**src/logic/flow_pkg.sv**
```systemverilog
/*
  constants for the control-flow execution block: bus offsets, instruction
  word fields, opcode values, flag positions and cycle counts.
  assumes a 32-bit AHB-Lite register bus and a 22-bit program counter.
*/
package flow_pkg;

  // ----------------------------------------------------------------------
  // register byte offsets
  // ----------------------------------------------------------------------
  localparam logic [7:0] OFF_INSTR = 8'h00;
  localparam logic [7:0] OFF_OPND = 8'h04;
  localparam logic [7:0] OFF_FLAGS = 8'h08;
  localparam logic [7:0] OFF_ZPTR = 8'h0C;
  localparam logic [7:0] OFF_EXT = 8'h10;
  localparam logic [7:0] OFF_PC = 8'h14;
  localparam logic [7:0] OFF_STATUS = 8'h18;

  // ----------------------------------------------------------------------
  // instruction word and operand fields
  // ----------------------------------------------------------------------
  localparam int OP_LSB = 0;
  localparam int OP_W = 5;
  localparam int BIT_LSB = 5;
  localparam int SSEL_LSB = 8;
  localparam int SEL_W = 3;
  localparam int K_LSB = 16;
  localparam int K_W = 7;
  localparam int TWO_WORD_BIT = 24;
  localparam int RD_LSB = 0;
  localparam int RR_LSB = 8;
  localparam int IO_LSB = 16;
  localparam int PC_W = 22;
  localparam int Z_W = 16;
  localparam int EXT_W = 6;
  localparam int CYC_W = 3;
  localparam int ST_BUSY = 0;
  localparam int ST_SKIP = 1;
  localparam int ST_TAKEN = 2;
  localparam int ST_CYC_LSB = 4;

  // ----------------------------------------------------------------------
  // core flag register bit positions
  // ----------------------------------------------------------------------
  localparam int FL_C = 0;
  localparam int FL_N = 2;
  localparam int FL_V = 3;
  localparam int FL_H = 5;
  localparam int FL_T = 6;
  localparam int FL_I = 7;

  // ----------------------------------------------------------------------
  // opcodes
  // ----------------------------------------------------------------------
  localparam logic [4:0] OP_IND_CALL = 5'h00;
  localparam logic [4:0] OP_EXT_CALL = 5'h01;
  localparam logic [4:0] OP_EQ_SKIP = 5'h02;
  localparam logic [4:0] OP_SRBC = 5'h03;
  localparam logic [4:0] OP_SRBS = 5'h04;
  localparam logic [4:0] OP_SIOC = 5'h05;
  localparam logic [4:0] OP_SIOS = 5'h06;
  localparam logic [4:0] OP_BFS = 5'h07;
  localparam logic [4:0] OP_BFC = 5'h08;
  localparam logic [4:0] OP_BCS = 5'h09;
  localparam logic [4:0] OP_BCC = 5'h0A;
  localparam logic [4:0] OP_BUGE = 5'h0B;
  localparam logic [4:0] OP_BULT = 5'h0C;
  localparam logic [4:0] OP_BSGE = 5'h0D;
  localparam logic [4:0] OP_BSLT = 5'h0E;
  localparam logic [4:0] OP_BHS = 5'h0F;
  localparam logic [4:0] OP_BHC = 5'h10;
  localparam logic [4:0] OP_BTS = 5'h11;
  localparam logic [4:0] OP_BTC = 5'h12;
  localparam logic [4:0] OP_BVS = 5'h13;
  localparam logic [4:0] OP_BVC = 5'h14;
  localparam logic [4:0] OP_BIE = 5'h15;
  localparam logic [4:0] OP_BID = 5'h16;

  // ----------------------------------------------------------------------
  // cycle counts and pc steps
  // ----------------------------------------------------------------------
  localparam logic [2:0] CYC_CALL = 3'h2;
  localparam logic [2:0] CYC_CALL_LONG = 3'h3;
  localparam logic [2:0] CYC_EXT_CALL = 3'h3;
  localparam logic [2:0] CYC_ONE = 3'h1;
  localparam logic [2:0] CYC_TWO = 3'h2;
  localparam logic [2:0] CYC_THREE = 3'h3;
  localparam logic [21:0] PC_STEP = 22'h00_0001;
  localparam logic [21:0] PC_SKIP1 = 22'h00_0002;
  localparam logic [21:0] PC_SKIP2 = 22'h00_0003;

endpackage

```
**src/logic/flow_exec.sv**
```systemverilog
/*
  control-flow execution unit: indirect calls, skips and conditional
  relative branches, loaded and launched over an AHB-Lite slave.
  assumes single word transfers, one slave on the bus, hsel from decoder.
*/
`timescale 1ns/1ps

// Notes on behaviour
// - indirect call loads pc[15:0] from z, clears pc[21:16], 2 or 3 cycles.
// - extended call takes pc[21:16] from extension reg, z below, 3 cycles.
// - compare-skip skips next instruction when both registers are equal.
// - register bit-clear skip skips when the chosen bit is 0.
// - register bit-set skip skips when the chosen bit is 1.
// - i/o bit-clear skip skips when the bit is 0, 2/3/4 cycles.
// - i/o bit-set skip skips when the bit is 1, 2/3/4 cycles.
// - flag-set branch jumps to pc plus offset plus one when flag s is 1.
// - flag-clear branch jumps when flag s is 0, else falls through.
// - carry branches jump on carry 1 (set) or carry 0 (clear).
// - same-or-higher jumps on carry 0, lower jumps on carry 1.
// - signed greater-or-equal jumps when negative xor overflow is 0.
// - signed less-than jumps when negative xor overflow is 1.
// - half-carry branches jump on half-carry 1 (set) or 0 (clear).
// - transfer-bit branches jump on transfer flag 1 (set) or 0 (clear).
// - overflow branches jump on overflow 1 (set) or 0 (clear).
// - interrupt-state branches jump on interrupt enable 1 or 0.
module flow_exec #(
  parameter bit long_call = 1'b0
) (
  input wire logic hclk,
  input wire logic hresetn,
  input wire logic clk_en,
  input wire logic hsel,
  input wire logic [31:0] haddr,
  input wire logic [1:0] htrans,
  input wire logic hwrite,
  input wire logic [2:0] hsize,
  input wire logic [31:0] hwdata,
  input wire logic hready,
  output logic hreadyout,
  output logic hresp,
  output logic [31:0] hrdata,
  output logic [21:0] prog_counter,
  output logic exec_busy
);

  typedef enum logic {st_idle, st_run} exec_state_t;

  // ----------------------------------------------------------------------
  // bus slave
  // ----------------------------------------------------------------------
  logic dp_write, next_dp_write, next_hreadyout;
  logic [7:0] dp_addr, next_dp_addr;
  logic [31:0] next_hrdata, rd_mux;
  logic accept, data_phase, wr;

  // software-visible state
  logic [7:0] rd_val, rr_val, io_val, flags;
  logic [7:0] next_rd_val, next_rr_val, next_io_val, next_flags;
  logic [15:0] zptr, next_zptr;
  logic [5:0] ext_reg, next_ext_reg;

  // execution state
  exec_state_t state, next_state;
  logic [21:0] pc, next_pc, target, next_target;
  logic [2:0] cycles, next_cycles, cnt, next_cnt;
  logic skipped, next_skipped, taken, next_taken;
  logic [4:0] op;
  logic [2:0] bsel, ssel;
  logic [6:0] kfld;
  logic two_word, cond, launch;
  logic [21:0] pc_rel, pc_skip;

  assign accept = hsel && hready && htrans[1];
  assign data_phase = !hreadyout;
  assign wr = data_phase && dp_write;
  assign op = hwdata[flow_pkg::OP_LSB +: flow_pkg::OP_W];
  assign bsel = hwdata[flow_pkg::BIT_LSB +: flow_pkg::SEL_W];
  assign ssel = hwdata[flow_pkg::SSEL_LSB +: flow_pkg::SEL_W];
  assign kfld = hwdata[flow_pkg::K_LSB +: flow_pkg::K_W];
  assign two_word = hwdata[flow_pkg::TWO_WORD_BIT];
  assign launch = wr && dp_addr == flow_pkg::OFF_INSTR && state == st_idle
    && op <= flow_pkg::OP_BID;
  assign pc_rel = pc + {{15{kfld[6]}}, kfld} + flow_pkg::PC_STEP;
  assign pc_skip = two_word ? pc + flow_pkg::PC_SKIP2
    : pc + flow_pkg::PC_SKIP1;

  // read data for the word in its data phase
  always_comb begin
    rd_mux = 32'h0000_0000;
    case (dp_addr)
      flow_pkg::OFF_OPND: rd_mux = {8'h00, io_val, rr_val, rd_val};
      flow_pkg::OFF_FLAGS: rd_mux = {24'h00_0000, flags};
      flow_pkg::OFF_ZPTR: rd_mux = {16'h0000, zptr};
      flow_pkg::OFF_EXT: rd_mux = {26'h000_0000, ext_reg};
      flow_pkg::OFF_PC: rd_mux = {10'h000, pc};
      flow_pkg::OFF_STATUS: begin
        rd_mux[flow_pkg::ST_BUSY] = state == st_run;
        rd_mux[flow_pkg::ST_SKIP] = skipped;
        rd_mux[flow_pkg::ST_TAKEN] = taken;
        rd_mux[flow_pkg::ST_CYC_LSB +: flow_pkg::CYC_W] = cycles;
      end
      default: rd_mux = 32'h0000_0000;
    endcase
  end

  // one wait state per transfer, then answer
  always_comb begin
    next_hreadyout = hreadyout;
    next_dp_write = dp_write;
    next_dp_addr = dp_addr;
    next_hrdata = hrdata;
    if (data_phase) begin
      next_hreadyout = 1'b1;
      if (!dp_write) begin
        next_hrdata = rd_mux;
      end
    end else if (accept) begin
      next_hreadyout = 1'b0;
      next_dp_write = hwrite;
      next_dp_addr = haddr[7:0];
    end
  end

  // operand registers written by software
  always_comb begin
    next_rd_val = rd_val;
    next_rr_val = rr_val;
    next_io_val = io_val;
    next_flags = flags;
    next_zptr = zptr;
    next_ext_reg = ext_reg;
    if (wr) begin
      case (dp_addr)
        flow_pkg::OFF_OPND: begin
          next_rd_val = hwdata[flow_pkg::RD_LSB +: 8];
          next_rr_val = hwdata[flow_pkg::RR_LSB +: 8];
          next_io_val = hwdata[flow_pkg::IO_LSB +: 8];
        end
        flow_pkg::OFF_FLAGS: next_flags = hwdata[7:0];
        flow_pkg::OFF_ZPTR: next_zptr = hwdata[flow_pkg::Z_W-1:0];
        flow_pkg::OFF_EXT: next_ext_reg = hwdata[flow_pkg::EXT_W-1:0];
        default: next_flags = flags;
      endcase
    end
  end

  // ----------------------------------------------------------------------
  // instruction condition
  // ----------------------------------------------------------------------
  always_comb begin
    cond = 1'b0;
    case (op)
      flow_pkg::OP_EQ_SKIP: cond = rd_val == rr_val;
      flow_pkg::OP_SRBC: cond = !rd_val[bsel];
      flow_pkg::OP_SRBS: cond = rd_val[bsel];
      flow_pkg::OP_SIOC: cond = !io_val[bsel];
      flow_pkg::OP_SIOS: cond = io_val[bsel];
      flow_pkg::OP_BFS: cond = flags[ssel];
      flow_pkg::OP_BFC: cond = !flags[ssel];
      flow_pkg::OP_BCS: cond = flags[flow_pkg::FL_C];
      flow_pkg::OP_BCC: cond = !flags[flow_pkg::FL_C];
      flow_pkg::OP_BUGE: cond = !flags[flow_pkg::FL_C];
      flow_pkg::OP_BULT: cond = flags[flow_pkg::FL_C];
      flow_pkg::OP_BSGE:
        cond = !(flags[flow_pkg::FL_N] ^ flags[flow_pkg::FL_V]);
      flow_pkg::OP_BSLT:
        cond = flags[flow_pkg::FL_N] ^ flags[flow_pkg::FL_V];
      flow_pkg::OP_BHS: cond = flags[flow_pkg::FL_H];
      flow_pkg::OP_BHC: cond = !flags[flow_pkg::FL_H];
      flow_pkg::OP_BTS: cond = flags[flow_pkg::FL_T];
      flow_pkg::OP_BTC: cond = !flags[flow_pkg::FL_T];
      flow_pkg::OP_BVS: cond = flags[flow_pkg::FL_V];
      flow_pkg::OP_BVC: cond = !flags[flow_pkg::FL_V];
      flow_pkg::OP_BIE: cond = flags[flow_pkg::FL_I];
      flow_pkg::OP_BID: cond = !flags[flow_pkg::FL_I];
      default: cond = 1'b1;
    endcase
  end

  // ----------------------------------------------------------------------
  // execution: target and cycle count fixed at launch, pc at the end
  // ----------------------------------------------------------------------
  always_comb begin
    next_state = state;
    next_pc = pc;
    next_target = target;
    next_cycles = cycles;
    next_cnt = cnt;
    next_skipped = skipped;
    next_taken = taken;
    case (state)
      st_idle: begin
        if (wr && dp_addr == flow_pkg::OFF_PC) begin
          next_pc = hwdata[flow_pkg::PC_W-1:0];
        end
        if (launch) begin
          next_state = st_run;
          next_skipped = 1'b0;
          next_taken = 1'b0;
          if (op == flow_pkg::OP_IND_CALL) begin
            next_target = {6'h00, zptr};
            next_cycles = long_call ? flow_pkg::CYC_CALL_LONG
              : flow_pkg::CYC_CALL;
          end else if (op == flow_pkg::OP_EXT_CALL) begin
            next_target = {ext_reg, zptr};
            next_cycles = flow_pkg::CYC_EXT_CALL;
          end else if (op <= flow_pkg::OP_SIOS) begin
            next_skipped = cond;
            next_target = cond ? pc_skip : pc + flow_pkg::PC_STEP;
            next_cycles = !cond ? flow_pkg::CYC_ONE
              : two_word ? flow_pkg::CYC_THREE : flow_pkg::CYC_TWO;
            if (op >= flow_pkg::OP_SIOC) begin
              next_cycles = next_cycles + flow_pkg::CYC_ONE;
            end
          end else begin
            next_taken = cond;
            next_target = cond ? pc_rel : pc + flow_pkg::PC_STEP;
            next_cycles = cond ? flow_pkg::CYC_TWO
              : flow_pkg::CYC_ONE;
          end
          next_cnt = next_cycles;
        end
      end
      st_run: begin
        next_cnt = cnt - flow_pkg::CYC_ONE;
        if (cnt == flow_pkg::CYC_ONE) begin
          next_pc = target;
          next_state = st_idle;
        end
      end
      default: next_state = st_idle;
    endcase
  end

  // register all state; clk_en low freezes everything
  always_ff @(posedge hclk or negedge hresetn) begin
    if (!hresetn) begin
      hreadyout <= 1'b1;
      hresp <= 1'b0;
      hrdata <= 32'h0000_0000;
      dp_write <= 1'b0;
      dp_addr <= 8'h00;
      rd_val <= 8'h00;
      rr_val <= 8'h00;
      io_val <= 8'h00;
      flags <= 8'h00;
      zptr <= 16'h0000;
      ext_reg <= 6'h00;
      state <= st_idle;
      pc <= 22'h00_0000;
      target <= 22'h00_0000;
      cycles <= 3'h0;
      cnt <= 3'h0;
      skipped <= 1'b0;
      taken <= 1'b0;
      exec_busy <= 1'b0;
    end else if (clk_en) begin
      hreadyout <= next_hreadyout;
      hresp <= 1'b0;
      hrdata <= next_hrdata;
      dp_write <= next_dp_write;
      dp_addr <= next_dp_addr;
      rd_val <= next_rd_val;
      rr_val <= next_rr_val;
      io_val <= next_io_val;
      flags <= next_flags;
      zptr <= next_zptr;
      ext_reg <= next_ext_reg;
      state <= next_state;
      pc <= next_pc;
      target <= next_target;
      cycles <= next_cycles;
      cnt <= next_cnt;
      skipped <= next_skipped;
      taken <= next_taken;
      exec_busy <= next_state == st_run;
    end
  end

  assign prog_counter = pc;
endmodule // flow_exec

```
**config.mk**
```make
export PLATFORM = sky130hd
export DESIGN_NAME = flow_exec
export DESIGN_NICKNAME = d
export VERILOG_FILES = /design/src/logic/flow_pkg.sv /design/src/logic/flow_exec.sv
export SDC_FILE = /design/constraint.sdc
export NUM_CORES = 1
export LEC_CHECK = 0
export BUFFER_PORTS_ARGS = -buffer_cell sky130_fd_sc_hd__buf_2
export CAP_MARGIN = 30
export CORE_MARGIN = 2
export CORE_UTILIZATION = 60
export DETAILED_ROUTE_END_ITERATION = 8
export GPL_TIMING_DRIVEN = 0
export PLACE_DENSITY_LB_ADDON = 0.2
export SYNTH_ARGS = -nofsm -noshare
export SYNTH_HDL_FRONTEND = slang
export SYNTH_SLANG_ARGS = --single-unit
```
**constraint.sdc**
```tcl
create_clock -name hclk -period 7.4 [get_ports hclk]
set_input_delay 0.37 -clock hclk [delete_from_list [all_inputs] [get_ports hclk]]
set_output_delay 0.37 -clock hclk [all_outputs]
set_load 0.1 [all_outputs]
```
==> results.toml <==
[timing]
fmax_ghz = 0.245
finalHoldViolations = 0
slew_headroom = 0.300
skew_ns = 0.00907
final_max_slew_viol_count = 0
rsz0062_at_grt = "false"
tightest_slew_ns = 1.05
finalSetupViolCount = 0
fin_tns_setup_ns = 0
fin_crit_ns = 4.09
period_share = 0.552

[yosys]
ys.flop_type = "dfrtp_1"
ys_top_cells_by_count = "140 x dfrtp_1, 117 x nand2_1, 78 x o21ai_0"
yosysTopAreaCellShare = 0.377
yosysUniqueCellTypes = 79
synth_area_leaders = "dfrtp_1 38%, mux2_2 8.0%, mux2i_1 5.5%"
ys_ff_latch = 141
yosysMostFrequentCell = "dfrtp_1"
async_reset_ff_frac = 1.00
yosys_warnings = 0
synth_top_cell_by_area = "dfrtp_1"
synth_edf_count = 0
synth.avg_cell_area_um2 = 9.27
syn_area_mm2 = 0.00930
synthCells = 1003
synth.yosys.seq_area_share = 0.380

[setup_path]
crit_buf_inv = 3
end_kind = "flip-flop"
cp_common_cell = "inv_1"
arrival_ns = 4.40
worstPathMaxFanout = 9
path_cells = "clkbuf_1 -> inv_1 -> ha_1 -> inv_1 -> fa_1 -> a21o_1 -> a221oi_1 -> a211oi_1 -> o21ai_0 -> a31oi_1 -> mux2i_1 -> a2111oi_0 -> nor2_1"
crit_slowest_cell = "a221oi_1"
cp_slowest_stage_delay_ns = 0.74
crit_family = "compound AO/OA/AOI/OAI gates"
crit_type = "flip-flop to flip-flop"
crit_path_start_kind = "flip-flop"
required_ns = 7.72

[drt]
totalWireLength_um = 31700
route.detailed.drc = 0
vias = 8995
ant_nets = 0
route.detailed.wl_per_inst_um = 24.1
viasPerCell = 6.84
drtIter0Drc = 1170
drtPass1Iterations = 6

[global_route]
overflow = 0
grt.total_usage = 0.392
grt_pass1_vias = 8352
grt_antenna_before_repair = 0
grt_max_degree = 75
grt_pass1_wl_um = 48200

[floorplan]
fp.dieH_um = 128
start_util = 0.614
rows = 45
dieArea_mm2 = 0.0165
ios = 132
die_x_um = 128
core_mm2 = 0.0151

[cells_and_area]
fin_cells = 1316
drive_gt1_frac = 0.202
final_cell_area_mm2 = 0.0106
largest_reg_flops = 24
num_antenna_cells = 0
layout.nets = 1218
fillerInstances = 1220
synthToLayoutAreaGrowth_pct = 14.0
largest_register = "hrdata"

[cts]
cts_resized = 0
numCtsBuffers = 17
cts_tree = "yes"
clock_path_buffers = 2
cts-root-buf = "clkbuf_16"
clkSinkCount = 141
clk_latency_ns = 0.44
h-tree-depth = 4
clkTransAtPathRegs_ns = 0.07

[power]
total_leakage_power_nw = 4.97
total_power_w = 0.00229
ir_worst_vdd_mv = 0.164
powerDensity_mw_per_mm2 = 216

[placed_design]
dp.cells = 1283
io_buffers = 81
place_hpwl_um = 23200
place_congestion = 1.01
placed_area_mm2 = 0.0100

[worst_hold_path]
hold_class = "primary input to flip-flop"

[flow_run]
cap_violations = 0

[run_status]
status = "finished, final reports clean"
-- stage by stage --
stage / worst slack, ns / utilization / hold WS, ns
after detailed placement: 3.41 / 0.661 / 0.426
final: 3.31 / 0.700 / 0.159
after global placement: 3.46 / 0.658 / 0.448
after floorplan: 3.85 / - / 0.0744
after CTS: 3.38 / 0.700 / 0.157
after global routing: 3.19 / 0.700 / 0.157
-- per-layer routing --
metal	vias to the layer above	track usage	wire [µm]
met5	-	0	0
met4	0	0.225	1880
met3	128	0.0877	3550
met2	622	0.588	13900
met1	4338	0.527	12400
li1	3907	-	-
-- where the power goes --
part           leakage (nW)  switching, W  internal [W]
Clock                 0.282      0.000386      0.000474
Sequential             1.93     0.0000398      0.000821
Combinational          2.75      0.000422      0.000148
Total                  4.97      0.000847       0.00144
-- final cells by class --
cell class                      count  area, µm²  area share
Buffer                             83        370      0.0349
Clock buffer                       17        425      0.0401
Tap cell                          188        235      0.0222
Clock inverter                     15        155      0.0146
Sequential cell                   141       3530       0.333
Timing Repair Buffer               85        459      0.0433
Inverter                           10       37.5     0.00354
Multi-Input combinational cell    777       5390       0.508
-- worst register-to-register path: stages (launching register included) --
cell       delay [ns]
dfrtp_1          0.39
clkbuf_1         0.27
inv_1            0.19
ha_1             0.21
inv_1            0.06
fa_1             0.41
a21o_1           0.22
a221oi_1         0.74
a211oi_1         0.19
o21ai_0          0.31
a31oi_1          0.22
mux2i_1          0.20
a2111oi_0        0.45
nor2_1           0.09
-- repair_timing --
item | in CTS | in global routing
buffers inserted | 0 | 0
endpoints found under the hold margin | 66 | 0
hold buffers | 1 | 0
-- path summary, 6_finish.rpt --
check                                 from  cells past startpoint    endpoint  slack (ns)
min reg2reg                      hrdata[5]                      2   hrdata[5]        0.47
max in group asynchronous          hresetn                      3   io_val[1]        6.09
min                               haddr[1]                      2  dp_addr[1]        0.16
max reg2reg                prog_counter[0]                     13  target[18]        3.31
max                        prog_counter[0]                     13  target[18]        3.31
min in group asynchronous          hresetn                      2       state        0.51
-- cell families (layout without fill, tap and decap cells) --
logic type / after synthesis / count (layout) / synth area share
fa+ha+maj: 28 / 28 / 0.0385
flops: 141 / 141 / 0.380
other cells: 1 / 9 / 0.000403
simple gates: 324 / 324 / 0.170
compound gates: 240 / 240 / 0.168
buf+inv: 93 / 210 / 0.0439
xor+xnor: 52 / 52 / 0.0490
mux: 124 / 124 / 0.151
-- layout by cell type, fill, tap and decap left out, types with 24 or more instances in the layout --
cell type and count:
dfrtp_1 140, nand2_1 117, buf_2 93, o21ai_0 78, mux2_2 66, nor2_1 62, clkbuf_1 57, mux2i_1 51
a21oi_1 44, nand3_1 33, xor2_1 32, ha_1 27, and3_1 24
No activity file was read; power rests on OpenSTA's default activity.
